$ cat src/design/iep_pkg.sv
package iep_pkg;
	// special function register addresses
	localparam logic [7:0] ADDR_XFLAGS = 8'h91; // extended_interrupt_flags
	localparam logic [7:0] ADDR_IE     = 8'hA8; // interrupt_enable
	localparam logic [7:0] ADDR_IP     = 8'hB8; // interrupt_priority
	localparam logic [7:0] ADDR_XCTRL  = 8'hD8; // extended_interrupt_control
	localparam logic [7:0] ADDR_XEN    = 8'hE8; // extended_interrupt_enable
	localparam logic [7:0] ADDR_XPRIO  = 8'hF8; // extended_interrupt_priority
	// reset values of the writable fields
	localparam logic [7:0] IE_RST    = 8'h00;
	localparam logic [6:0] IP_RST    = 7'h00;
	localparam logic [4:0] XEN_RST   = 5'h00;
	localparam logic [4:0] XPRIO_RST = 5'h00;
	// bit positions
	localparam int unsigned IE_GLOBAL_BIT = 7;  // global_irq_enable
	localparam int unsigned XF_EXT5_BIT   = 7;  // ext5_edge_flag
	localparam int unsigned XF_EXT4_BIT   = 6;  // fifo_or_ext4_flag
	localparam int unsigned XF_I2C_BIT    = 5;  // two_wire_bus_flag
	localparam int unsigned XF_USB_BIT    = 4;  // usb_event_flag
	localparam int unsigned XC_BAUD_BIT   = 7;  // serial 1 rate doubler
	localparam int unsigned XC_RES_EN_BIT = 5;  // resume enable
	localparam int unsigned XC_RES_BIT    = 4;  // resume flag
	localparam int unsigned XC_EXT6_BIT   = 3;  // ext6 flag
	// constant read-back parts of partly reserved registers
	localparam logic [7:0] IP_FIXED    = 8'h80;
	localparam logic [7:0] XFLAG_FIXED = 8'h08;
	localparam logic [7:0] XCTRL_FIXED = 8'h40;
	localparam logic [7:0] XEN_FIXED   = 8'hE0;
	localparam logic [7:0] XPRIO_FIXED = 8'hE0;
	localparam logic [7:0] UNMAPPED_RD = 8'h00;
	// sources, indexed by natural priority (0 wins)
	localparam int unsigned SRC_N      = 13;
	localparam int unsigned SRC_RESUME = 0;
	localparam int unsigned SRC_EXT0   = 1;
	localparam int unsigned SRC_TMR0   = 2;
	localparam int unsigned SRC_EXT1   = 3;
	localparam int unsigned SRC_TMR1   = 4;
	localparam int unsigned SRC_SER0   = 5;
	localparam int unsigned SRC_TMR2   = 6;
	localparam int unsigned SRC_SER1   = 7;
	localparam int unsigned SRC_USB    = 8;
	localparam int unsigned SRC_I2C    = 9;
	localparam int unsigned SRC_EXT4   = 10;
	localparam int unsigned SRC_EXT5   = 11;
	localparam int unsigned SRC_EXT6   = 12;
	// pin edge channels
	localparam int unsigned EDGE_N    = 3;
	localparam int unsigned EDGE_EXT5 = 0;
	localparam int unsigned EDGE_EXT4 = 1;
	localparam int unsigned EDGE_EXT6 = 2;
	// cycles after reset before a pin level is trusted
	localparam logic [1:0]  SYNC_FILL = 2'h3;
endpackage

$ cat src/design/iep_edge_if.sv
`timescale 1ns/1ps
`default_nettype none
// raw pin levels in, one-cycle edge pulses out
interface iep_edge_if #(parameter int unsigned N = 1);
	logic [N-1:0] pin;  // raw asynchronous levels
	logic [N-1:0] rise; // one-cycle rising edge pulse
	logic [N-1:0] fall; // one-cycle falling edge pulse
	modport sync (input pin, output rise, output fall);
	modport ctrl (output pin, input rise, input fall);
endinterface
`default_nettype wire

$ cat src/design/iep_irq_ctrl.sv
// Notes on behaviour
// global enable off blocks all but resume
// global enable on, each source follows own enable
// enable bit 6 gates serial 1 tx/rx
// enable bit 5 gates timer 2 flags
// enable bit 4 gates serial 0 tx/rx
// enable bit 3 gates timer 1 overflow
// enable bit 2 gates external pin 1
// enable bit 1 gates timer 0 overflow
// enable bit 0 gates external pin 0
// priority bits 6..0 pick high or low group
// priority bit 7, flag bit 3 read one
// flag register bits 2..0 read zero
// falling edge on pin 5 sets flag 7
// software alone clears extended flags
// software writing one raises the request
// flag 6 from fifo engine or pin 4
// pin 4 mode sets flag 6 on rise
// two wire bus event sets flag 5
// usb event sets flag 4
// same group ties resolved by natural order
// request needs flag, enable, global or resume
`timescale 1ns/1ps
`default_nettype none
// enable, priority and sticky flag logic in front of the core;
// requests are registered, so the core sees them one cycle after
// the state that caused them; the trade is one cycle of latency
// for a clean, glitch free request vector
module iep_irq_ctrl (
	// clock and reset
	input  wire logic        clk,
	input  wire logic        rstn,
	// special function register port
	input  wire logic [7:0]  sfr_addr,
	input  wire logic        sfr_wr,
	input  wire logic [7:0]  sfr_wdata,
	input  wire logic        sfr_rd,
	output logic      [7:0]  sfr_rdata,
	// peripheral flags, same clock
	input  wire logic        ext0_request_flag,
	input  wire logic        ext1_request_flag,
	input  wire logic        timer0_overflow_flag,
	input  wire logic        timer1_overflow_flag,
	input  wire logic        timer2_overflow_flag,
	input  wire logic        timer2_external_flag,
	input  wire logic        serial0_tx_flag,
	input  wire logic        serial0_rx_flag,
	input  wire logic        serial1_tx_flag,
	input  wire logic        serial1_rx_flag,
	// extended event sources, same clock
	input  wire logic        usb_event,
	input  wire logic        two_wire_bus_event,
	input  wire logic        fifo_engine_event,
	input  wire logic        resume_event,
	input  wire logic        ext4_pin_mode,
	// external pins, asynchronous
	input  wire logic        ext5_pin_n,
	input  wire logic        ext4_pin,
	input  wire logic        ext6_pin,
	// request towards the core
	output logic      [12:0] irq_pending,
	output logic             irq_valid,
	output logic      [3:0]  irq_index,
	output logic             irq_high_group,
	output logic             serial1_rate_double
);
	// one request bit per source; the bit index is its natural priority
	localparam int unsigned N = iep_pkg::SRC_N;

	// the request ports are sized by hand, so they must match the count
	generate
		if (N != $bits(irq_pending) || iep_pkg::EDGE_N != 3)
		begin : g_bad_count
			$error("iep_irq_ctrl source count does not fit its ports");
		end
	endgenerate

	// decode of one register address, used for writes; reads decode by case
	// full byte compare; a partial decode would alias registers
	function automatic logic hit(input logic [7:0] a, input logic [7:0] off);
		hit = (a == off);
	endfunction

	// lowest set index wins, used for both groups
	// the scan runs downwards so the lowest hit is written last
	function automatic logic [3:0] first_set(input logic [N-1:0] v);
		first_set = 4'h0;
		for (int i = N - 1; i >= 0; i--)
		begin
			if (v[i])
				first_set = 4'(i);
		end
	endfunction

	// all state of the controller
	typedef struct packed {
		// registers written by the core
		logic [7:0]   ie;        // interrupt_enable
		logic [6:0]   ip;        // interrupt_priority, writable bits
		// sticky extended flags, cleared only by software
		logic         ext5_flag; // ext5_edge_flag
		logic         ext4_flag; // fifo_or_ext4_flag
		logic         i2c_flag;  // two_wire_bus_flag
		logic         usb_flag;  // usb_event_flag
		// extended control fields
		logic         baud2;     // serial 1 rate doubler
		logic         res_en;    // resume enable
		logic         res_flag;  // resume flag
		logic         ext6_flag; // ext6 flag
		// extended enable and priority
		logic [4:0]   xen;       // extended_interrupt_enable bits
		logic [4:0]   xprio;     // extended_interrupt_priority bits
		// registered outputs
		logic [7:0]   rdata;     // read data, held until next read
		logic [N-1:0] pend;      // gated requests
		logic         valid;     // some request pending
		logic [3:0]   idx;       // winning source
		logic         high;      // winner is in the high group
	} iep_ctrl_s;

	iep_ctrl_s s_r;   // registered state
	iep_ctrl_s s_nxt; // next state

	// pin edge detection lives in the sync module
	// its fill counter also hides the levels present at reset
	iep_edge_if #(.N(iep_pkg::EDGE_N)) edges ();

	// pins gathered in channel order in one process, so the
	// interface vector has a single driver
	always_comb
	begin
		edges.pin                     = '0;
		edges.pin[iep_pkg::EDGE_EXT5] = ext5_pin_n;
		edges.pin[iep_pkg::EDGE_EXT4] = ext4_pin;
		edges.pin[iep_pkg::EDGE_EXT6] = ext6_pin;
	end

	iep_edge_sync #(.N(iep_pkg::EDGE_N)) u_edge (
		.clk  (clk),
		.rstn (rstn),
		.e    (edges.sync)
	);

	// hardware set terms of the sticky flags
	// all are one-cycle pulses already on the core clock
	logic         set_ext5;  // pin 5 falling edge
	logic         set_ext4;  // fifo engine or pin 4 rising edge
	logic         set_ext6;  // pin 6 rising edge
	// write strobes per register
	logic         wr_ie;
	logic         wr_ip;
	logic         wr_xf;
	logic         wr_xc;
	logic         wr_xe;
	logic         wr_xp;
	// source vectors in natural order
	// every vector below shares the same source index
	logic [N-1:0] src_flag;  // raw flags
	logic [N-1:0] src_en;    // individual enables
	logic [N-1:0] src_gate;  // global gate per source
	logic [N-1:0] src_high;  // high group membership
	logic [N-1:0] req;       // gated requests
	logic [N-1:0] req_hi;    // requests in high group
	logic [N-1:0] req_lo;    // requests in low group

	// edge and event qualification
	always_comb
	begin
		// pin 5 is active low, so its falling edge is the event
		set_ext5 = edges.fall[iep_pkg::EDGE_EXT5];
		// pin 4 only counts when selected; else fifo engine drives
		if (ext4_pin_mode)
			set_ext4 = edges.rise[iep_pkg::EDGE_EXT4];
		else
			set_ext4 = fifo_engine_event;
		// pin 6 feeds the ext6 flag of the control register
		set_ext6 = edges.rise[iep_pkg::EDGE_EXT6];
	end

	// address decode of writes
	// an unmapped address matches no strobe; the write is dropped
	always_comb
	begin
		wr_ie = sfr_wr && hit(sfr_addr, iep_pkg::ADDR_IE);
		wr_ip = sfr_wr && hit(sfr_addr, iep_pkg::ADDR_IP);
		wr_xf = sfr_wr && hit(sfr_addr, iep_pkg::ADDR_XFLAGS);
		wr_xc = sfr_wr && hit(sfr_addr, iep_pkg::ADDR_XCTRL);
		wr_xe = sfr_wr && hit(sfr_addr, iep_pkg::ADDR_XEN);
		wr_xp = sfr_wr && hit(sfr_addr, iep_pkg::ADDR_XPRIO);
	end

	// sources laid out by natural priority
	always_comb
	begin
		// timer and serial flags are levels owned by their peripherals
		src_flag = '0;
		src_flag[iep_pkg::SRC_RESUME] = s_r.res_flag;
		src_flag[iep_pkg::SRC_EXT0]   = ext0_request_flag;
		src_flag[iep_pkg::SRC_TMR0]   = timer0_overflow_flag;
		src_flag[iep_pkg::SRC_EXT1]   = ext1_request_flag;
		src_flag[iep_pkg::SRC_TMR1]   = timer1_overflow_flag;
		src_flag[iep_pkg::SRC_SER0]   = serial0_tx_flag
			| serial0_rx_flag;
		src_flag[iep_pkg::SRC_TMR2]   = timer2_overflow_flag
			| timer2_external_flag;
		src_flag[iep_pkg::SRC_SER1]   = serial1_tx_flag
			| serial1_rx_flag;
		// extended flags are stored in this block
		src_flag[iep_pkg::SRC_USB]    = s_r.usb_flag;
		src_flag[iep_pkg::SRC_I2C]    = s_r.i2c_flag;
		src_flag[iep_pkg::SRC_EXT4]   = s_r.ext4_flag;
		src_flag[iep_pkg::SRC_EXT5]   = s_r.ext5_flag;
		src_flag[iep_pkg::SRC_EXT6]   = s_r.ext6_flag;
		// enable bits 6..0 line up with sources 7..1
		src_en = {s_r.xen, s_r.ie[6:0], s_r.res_en};
		// resume bypasses the global enable
		src_gate = {{(N - 1){s_r.ie[iep_pkg::IE_GLOBAL_BIT]}}, 1'b1};
		// resume has no priority bit and sits in the high group
		src_high = {s_r.xprio, s_r.ip, 1'b1};
		// a request needs its flag, its enable and its gate
		req      = src_flag & src_en & src_gate;
		req_hi   = req & src_high;
		req_lo   = req & ~src_high;
	end

	// next state: registers, sticky flags, arbitration, read data
	always_comb
	begin
		s_nxt = s_r;
		// plain control registers
		// reserved bits of a write are dropped here
		if (wr_ie)
			s_nxt.ie = sfr_wdata;
		if (wr_ip)
			s_nxt.ip = sfr_wdata[6:0];
		if (wr_xe)
			s_nxt.xen = sfr_wdata[4:0];
		if (wr_xp)
			s_nxt.xprio = sfr_wdata[4:0];
		// sticky flags: written value, then hardware set wins
		// a written one raises the request like an event would
		if (wr_xf)
		begin
			s_nxt.ext5_flag = sfr_wdata[iep_pkg::XF_EXT5_BIT];
			s_nxt.ext4_flag = sfr_wdata[iep_pkg::XF_EXT4_BIT];
			s_nxt.i2c_flag  = sfr_wdata[iep_pkg::XF_I2C_BIT];
			s_nxt.usb_flag  = sfr_wdata[iep_pkg::XF_USB_BIT];
		end
		// control: rate doubler, resume enable and flag, ext6 flag
		if (wr_xc)
		begin
			s_nxt.baud2     = sfr_wdata[iep_pkg::XC_BAUD_BIT];
			s_nxt.res_en    = sfr_wdata[iep_pkg::XC_RES_EN_BIT];
			s_nxt.res_flag  = sfr_wdata[iep_pkg::XC_RES_BIT];
			s_nxt.ext6_flag = sfr_wdata[iep_pkg::XC_EXT6_BIT];
		end
		// an event in the clearing cycle must not be lost
		if (set_ext5)
			s_nxt.ext5_flag = 1'b1;
		if (set_ext4)
			s_nxt.ext4_flag = 1'b1;
		if (two_wire_bus_event)
			s_nxt.i2c_flag = 1'b1;
		if (usb_event)
			s_nxt.usb_flag = 1'b1;
		if (resume_event)
			s_nxt.res_flag = 1'b1;
		if (set_ext6)
			s_nxt.ext6_flag = 1'b1;
		// arbitration: high group first, then natural order
		// pending is the gated vector, one cycle late
		s_nxt.pend  = req;
		s_nxt.valid = |req;
		if (|req_hi)
		begin
			s_nxt.idx  = first_set(req_hi);
			s_nxt.high = 1'b1;
		end
		else if (|req_lo)
		begin
			s_nxt.idx  = first_set(req_lo);
			s_nxt.high = 1'b0;
		end
		else
		begin
			// idle: index reads zero, so the core must check valid
			s_nxt.idx  = 4'h0;
			s_nxt.high = 1'b0;
		end
		// read data; reserved bits are forced here
		// reads never touch a flag, so polling is harmless
		if (sfr_rd)
		begin
			case (sfr_addr)
				iep_pkg::ADDR_IE:
					s_nxt.rdata = s_r.ie;
				iep_pkg::ADDR_IP:
					s_nxt.rdata = iep_pkg::IP_FIXED
						| {1'b0, s_r.ip};
				iep_pkg::ADDR_XFLAGS:
					s_nxt.rdata = iep_pkg::XFLAG_FIXED
						| {s_r.ext5_flag, s_r.ext4_flag,
						   s_r.i2c_flag, s_r.usb_flag,
						   4'h0};
				// bit 6 reads one, bits 2..0 read zero
				iep_pkg::ADDR_XCTRL:
					s_nxt.rdata = iep_pkg::XCTRL_FIXED
						| {s_r.baud2, 1'b0, s_r.res_en,
						   s_r.res_flag, s_r.ext6_flag, 3'h0};
				// bits 7..5 read one in both extended registers
				iep_pkg::ADDR_XEN:
					s_nxt.rdata = iep_pkg::XEN_FIXED
						| {3'h0, s_r.xen};
				iep_pkg::ADDR_XPRIO:
					s_nxt.rdata = iep_pkg::XPRIO_FIXED
						| {3'h0, s_r.xprio};
				// unmapped addresses read a fixed value
				default:
					s_nxt.rdata = iep_pkg::UNMAPPED_RD;
			endcase
		end
	end

	// state register with synchronous reset
	// writable fields load their reset constants; flags and
	// outputs clear with the rest of the record
	always_ff @(posedge clk)
	begin
		if (!rstn)
		begin
			s_r       <= '0;
			s_r.ie    <= iep_pkg::IE_RST;
			s_r.ip    <= iep_pkg::IP_RST;
			s_r.xen   <= iep_pkg::XEN_RST;
			s_r.xprio <= iep_pkg::XPRIO_RST;
		end
		else
			s_r <= s_nxt;
	end

	// outputs straight from the state register
	// no combinational path reaches a port of this block
	assign sfr_rdata           = s_r.rdata;
	assign irq_pending         = s_r.pend;
	assign irq_valid           = s_r.valid;
	assign irq_index           = s_r.idx;
	assign irq_high_group      = s_r.high;
	assign serial1_rate_double = s_r.baud2;
endmodule // iep_irq_ctrl
`default_nettype wire

$ cat src/design/iep_edge_sync.sv
`timescale 1ns/1ps
`default_nettype none
module iep_edge_sync #(
	parameter int unsigned N = 1
) (
	// clock and reset
	input wire logic clk,
	input wire logic rstn,
	// pins in, edge pulses out
	iep_edge_if.sync e
);
	generate
		if (N < 1)
		begin : g_bad_n
			$error("iep_edge_sync needs at least one channel");
		end
	endgenerate

	// three stage synchroniser plus filtered level
	typedef struct packed {
		logic [N-1:0] s1;     // first stage, read by s2 only
		logic [N-1:0] s2;     // second stage
		logic [N-1:0] s3;     // third stage
		logic [N-1:0] stable; // last agreed level
		logic [1:0]   fill;   // startup counter
		logic [N-1:0] rise;   // edge pulses
		logic [N-1:0] fall;
	} iep_sync_s;

	iep_sync_s r_r;   // registered state
	iep_sync_s r_nxt; // next state

	// edge only when stages 2 and 3 agree on a new level
	always_comb
	begin
		r_nxt      = r_r;
		r_nxt.s1   = e.pin;
		r_nxt.s2   = r_r.s1;
		r_nxt.s3   = r_r.s2;
		r_nxt.rise = '0;
		r_nxt.fall = '0;
		// pins idle high at startup must not look like an edge
		if (r_r.fill != iep_pkg::SYNC_FILL)
		begin
			r_nxt.fill   = 2'(r_r.fill + 2'h1);
			r_nxt.stable = r_r.s2;
		end
		else
		begin
			for (int i = 0; i < N; i++)
			begin
				if (r_r.s2[i] == r_r.s3[i] && r_r.s2[i] != r_r.stable[i])
				begin
					r_nxt.stable[i] = r_r.s2[i];
					r_nxt.rise[i]   = r_r.s2[i];
					r_nxt.fall[i]   = ~r_r.s2[i];
				end
			end
		end
	end

	// state register
	always_ff @(posedge clk)
	begin
		if (!rstn)
			r_r <= '0;
		else
			r_r <= r_nxt;
	end

	assign e.rise = r_r.rise;
	assign e.fall = r_r.fall;
endmodule // iep_edge_sync
`default_nettype wire

$ cat config.mk
export PLATFORM = sky130hd
export DESIGN_NAME = iep_irq_ctrl
export DESIGN_NICKNAME = d
export VERILOG_FILES = /design/src/design/iep_pkg.sv /design/src/design/iep_edge_if.sv /design/src/design/iep_irq_ctrl.sv /design/src/design/iep_edge_sync.sv
export SDC_FILE = /design/constraint.sdc
export NUM_CORES = 1
export LEC_CHECK = 0
export ABC_AREA = 1
export BUFFER_PORTS_ARGS = -buffer_cell sky130_fd_sc_hd__buf_4
export CAP_MARGIN = 20
export CORE_UTILIZATION = 40
export DETAILED_ROUTE_END_ITERATION = 8
export HOLD_SLACK_MARGIN = 0.03
export PLACE_DENSITY = 0.71
export SETUP_SLACK_MARGIN = 0.1
export SYNTH_ARGS = -nofsm -noshare
export SYNTH_HDL_FRONTEND = slang
export SYNTH_SLANG_ARGS = --single-unit
$ cat constraint.sdc
create_clock -name clk -period 1.6 [get_ports clk]
set_clock_uncertainty 0.05 [all_clocks]
set_input_delay 0.08 -clock clk [delete_from_list [all_inputs] [get_ports clk]]
set_output_delay 0.08 -clock clk [all_outputs]
set_load 0.03 [all_outputs]
Yosys cells after proc, flatten, opt, wreduce, memory -nomap -nowiden
Cells that the tools add are included.
{"block": "totals", "ff_bits": 77, "latch_bits": 0, "ramBits": 0, "romBits": 0, "inputBits": 38, "output_inout_bits": 28, "n_memories": 0}
{"block": "classes", "addsub": 1, "multipliers": 0, "n_div": 0, "order_cmp": 0, "n_eq_ne": 13, "n_shift": 0, "mux": 42, "bitwise_logic": 13, "reduce_logical": 24}
{"cell": "two-way mux 4 bit", "count": 27}
{"cell": "AND 13 bit", "count": 4}
{"cell": "equality test 8 bit (second input constant)", "count": 6}
{"cell": "case mux 8 bit (6 select lines)", "count": 1}
{"cell": "OR reduction 13 bit", "count": 3}
{"cell": "nonzero test 2 bit", "count": 9}
{"cell": "NOT 13 bit", "count": 1}
{"cell": "two-way mux 1 bit", "count": 10}
{"cell": "two-way mux 5 bit", "count": 2}
{"cell": "logical AND 1 bit", "count": 9}
{"cell": "OR reduction 3 bit", "count": 3}
{"cell": "NOT 1 bit", "count": 5}
{"cell": "equality test 1 bit", "count": 3}
{"cell": "two-way mux 3 bit", "count": 1}
{"cell": "!= test 1 bit", "count": 3}
{"cell": "bitwise OR 1 bit", "count": 3}
{"cell": "adder 2 x 1 -> 2 bit (second input constant)", "count": 1}
{"cell": "two-way mux 2 bit", "count": 1}
{"cell": "!= test 2 bit (second input constant)", "count": 1}

Depth between registers and ports, before layout
{"block": "depth", "depth_word": 19, "ltp_mapped": 14, "ltp_nobuf": 14}

Modules after synthesis
From an unflattened synthesis, not the netlist that was laid out.
{"block": "hier_totals", "cells_unflattened": 516, "hier_area_um2": 3707.3}
{"mod": "iep_irq_ctrl", "n_inst": 1, "cells_each": 409, "area_each_um2": 2926.6}
{"mod": "iep_edge_sync", "n_inst": 1, "cells_each": 107, "area_each_um2": 780.7}

Worst setup path before layout
OpenSTA, ideal clock, no wires.
{"block": "synth_path", "path_kind": "reg-to-reg", "startpoint": "register s_r[59] in the netlist's numbering", "endpoint": "register s_r, in the netlist irq_index[2]", "arrival_ps": 1208, "setup_slack_ps": 210, "stages_incl_launch_ff": 10, "n_path_buf": 0, "synth_period_minus_slack_ps": 1390, "cell_sequence": "dfxtp_1 -> inv_2 -> nor3_2 -> nand2_1 -> nand2_1 -> nor2_1 -> nand2_1 -> nor2_2 -> nand4_1 -> a21oi_1"}
{"block": "synth_via", "elab_chain_len": 17, "word_cells_on_any_way": 33, "classes_between": "mux: 28; bitwise: 3; reduce/logical: 2"}
{"element": "start, declared", "line": "iep_irq_ctrl.sv:121", "rtl": "iep_ctrl_s s_r;"}
{"element": "start signal, assigned", "line": "iep_irq_ctrl.sv:338", "rtl": "s_r <= s_nxt;"}
{"element": "AND 13 bit (*)", "line": "iep_irq_ctrl.sv:221", "rtl": "req = src_flag & src_en & src_gate;"}
{"element": "AND 13 bit", "line": "iep_irq_ctrl.sv:223", "rtl": "req_lo = req & ~src_high;"}
{"element": "two-way mux 4 bit (13 in series)", "line": "iep_irq_ctrl.sv:90", "rtl": "if (v[i])"}
{"element": "two-way mux 5 bit", "line": "iep_irq_ctrl.sv:279", "rtl": "else if (|req_lo)"}
{"element": "two-way mux 5 bit (*)", "line": "iep_irq_ctrl.sv:274", "rtl": "if (|req_hi)"}
Every way passes the cells marked *; elsewhere a longest branch is shown, timed or not.
A chain may end at the register's enable or synchronous reset.

Worst setup path after layout
Ends and elaborated chain as after synthesis.

==> results.md <==
- Outcome: complete, no violations
- Crit. End Element: flip-flop
- Height of the die: 96.15 um
- Largest net degree at the start of global routing: 47
- GPL Wtd Cong: 0.9191
- # setup viols final: 0
- Worst EP arrival: 1.83 ns
- Worst-Skew Late Latency: 0.35 ns
- Fin crit period: 1.589 ns
- Sequential power share: 53.8%
- Worst R2R End: irq_index[2]$_SDFF_PN0_
- Rel. slew slack: 68.94%
- Setup crit start kind: flip-flop
- Total power draw: 3.680 mW
- Die Width: 96.15 um
- Most frequent cells in the layout: 87 x buf_4, 81 x nand2_1, 75 x dfxtp_1
- CP max stage cell: dfxtp_4
- GRT overflow: 0
- RSZ-0062 raised after global routing: true
- Comb power frac: 9.0%
- Core area: 0.008382 mm^2
- Worst endpoint required time: 1.84 ns
- Peak fanout along the critical path: 7
- LEAKAGE: 2.059 nW
- Root Driver: clkbuf_8
- Max-Cap Viols: 0
- Internal power: 2.696 mW
- Switching Power: 0.9836 mW
- Routed wire length: 9836 um
- Count of final hold-check violations: 0
- Final setup TNS: 0 ns
- Total GRT Usage: 22.34%
- Hold path endpoint: irq_pending[6]$_SDFF_PN0_
- Setup WS pre-CTS: -0.06968 ns
- Crit share post-route: 99.32%
- Fin worst setup slack: 0.01080 ns
- Worst flop-to-flop path startpoint: s_r[59]$_SDFFE_PN0P_
- Worst hold path type: input pin to flip-flop
- Most common cell on crit path: nand4_1
- Synth warnings: 0
- Commonest non-fill, non-tap cell in the layout: buf_4
- Layout Nets: 617
- Vias in the first global route: 3335
- Kind of cell adding the most delay to the critical path: flip-flops
- Max Slew Vio Count: 0
- Wire per inst: 14.30 um
- Number of synthesized register bits: 77
- Initial Utilization: 42.30%
- Hold path depth: 3
- Std cell rows: 33
- Share of cells above drive strength 1: 25.39%
- Global-route wire length before repair: 15510 um
- Initial drt markers: 226
- TritonCTS clock tree: built
- Initial antenna violation count: 0
- Worst-path cell chain: buf_6 > nand4_1 > o21ai_2 > inv_1 > o211ai_1 > buf_4 > nor2_4 > nand4_1 > a21oi_2
- Sw Ratio: 26.73%
- Number of diodes: 0
- Vias per inst: 5.115
- Worst Tran Pin Value: 0.4647 ns
- Crit path buf inv count: 3
- DRC Markers: 0
- Vias: 3519
- Fmax: 0.6292 GHz
- Mapped cell area: 0.003546 mm^2
- P per Cell Area: 778.1 mW/mm^2
- Max Root-Sink Buffers: 2
- Layout area overhead: 33.38%
- IO buf count: 65
- Hold_sp: timer2_overflow_flag
- Die Area: 0.009245 mm^2
- Hold WS: 0.03431 ns
- Final ANT Viol Nets: 0
- Worst IR Drop VDD: 0.0005069 V
- Syn Nets: 523
- Post-synthesis cell type count: 37
- Critical path class: flip-flop to flip-flop
- CTS Buf Count: 9
- Pre-antenna DRT Iters: 5
- Cells after Synth: 484
- Mean Syn Cell Area: 7.326 um^2
- H-tree levels: 3
- CP Launch Point: s_r[59]$_SDFFE_PN0P_
- Number of fillers in the final layout: 788
- Dpl hpwl: 6965 um
- Clock share of power: 37.2%
- CTS clock-pin slew for the worst setup and hold paths: 0.09 ns
- Worst reg2reg path depth: 9
- Post-synthesis sequential area ratio: 43.47%
- Clock tree sinks: 77
- Largest stage delay on the critical path: 0.40 ns
- Ports: 66
- Setup slack, reg-to-reg: 0.01 ns
[stage by stage]
| stage | area [um^2] | instances | util, % |
|---|---|---|---|
| after floorplan | 3546 | 484 | - |
| after global placement | 4038 | 632 | 48.17 |
| after detailed placement | 4038 | 632 | 48.17 |
| after CTS | 4612 | 684 | 55.02 |
| after global routing | 4730 | 688 | 56.43 |
| final | 4730 | 688 | 56.43 |
[what timing repair did]
action	CTS	global route
hold endpoints to repair	40	0
hold buffers	31	0
setup endpoints to repair	5	9
pin swaps	8	18
resized for setup	12	29
gates cloned	0	0
setup buffers	5	5
[power by group through the flow]
stage	Combinational, mW	Sequential [mW]	Clock [mW]
5_1_grt	0.365	1.98	1.47
4_1_cts	0.323	1.98	1.40
2_1_floorplan	0.129	2.02	0
3_3_place_gp	0.250	2.02	0
6_report	0.333	1.98	1.37
3_5_place_dp	0.255	2.02	0
[synth_stat cells, drive strengths merged]
master	n	area (um^2)
a211oi	17	127.6
a21boi	1	7.510
a21oi	38	193.9
a221oi	2	17.52
and2	2	12.51
and3	1	6.260
buf	29	212.7
clkbuf	8	40.04
dfxtp	77	1541
ha	1	12.51
inv	71	266.5
nand2	86	322.8
nand3	21	130.1
nand3b	1	7.510
nand4	10	62.56
nor2	64	252.7
nor3	7	56.31
nor4	3	18.77
nor4b	1	8.760
o2111ai	1	8.760
o211ai	2	15.01
o21ai	30	150.1
o221ai	1	8.760
o22ai	9	56.30
xor2	1	8.760
[kinds of logic after synthesis]
group	synth area share [%]
AND/OR/NAND/NOR	24.77
buffers and inverters	14.64
adder cells (fa/ha/maj)	0.3528
XOR/XNOR	0.2470
flip-flops	43.47
AO/OA/AOI/OAI	16.51
[layer usage]
metal | up-vias | GRT usage [%] | routed length, um
li1 | 1742 | - | -
met1 | 1617 | 26.66 | 4091
met2 | 130 | 38.36 | 4849
met3 | 30 | 4.344 | 552
met4 | 0 | 10.45 | 342
met5 | - | 0 | 0
[how the worst max path moves through the flow]
stage                               to  slack [ns]  depth (start not counted)
2_1_floorplan  irq_index[2]$_SDFF_PN0_        0.21                          9
3_3_place_gp   irq_index[3]$_SDFF_PN0_       -0.02                          8
3_5_place_dp   irq_index[1]$_SDFF_PN0_       -0.07                          7
4_1_cts        irq_index[2]$_SDFF_PN0_        0.04                          9
5_1_grt        irq_index[2]$_SDFF_PN0_       -0.07                          9
6_report       irq_index[2]$_SDFF_PN0_        0.01                          9
[state kept, by name (all words and copies together), names as in the netlist]
signal	cells
s_r	32
irq_pending	13
sfr_rdata	8
u_edge.r_r	8
u_edge.r_nxt	6
irq_index	4
u_edge.e.rise	2
irq_high_group	1
irq_valid	1
serial1_rate_double	1
u_edge.e.fall	1
[worst reg2reg max path: cells and delay by family, from the launching register on]
family | cells | cell delay [ns]
buf+inv | 3 | 0.38
flops | 1 | 0.40
compound gates | 3 | 0.31
simple gates | 3 | 0.41
[area by class of cell]
| class | count | area, um^2 | area share (%) |
|---|---|---|---|
| Inverter | 71 | 269.0 | 5.688 |
| Tap cell | 105 | 131.4 | 2.778 |
| Clock inverter | 7 | 55.05 | 1.164 |
| Clock buffer | 9 | 123.9 | 2.619 |
| Sequential cell | 77 | 1546 | 32.70 |
| Timing Repair Buffer | 120 | 996.0 | 21.06 |
| Multi-Input combinational cell | 299 | 1608 | 33.99 |
(Power assumes the default switching activity.)
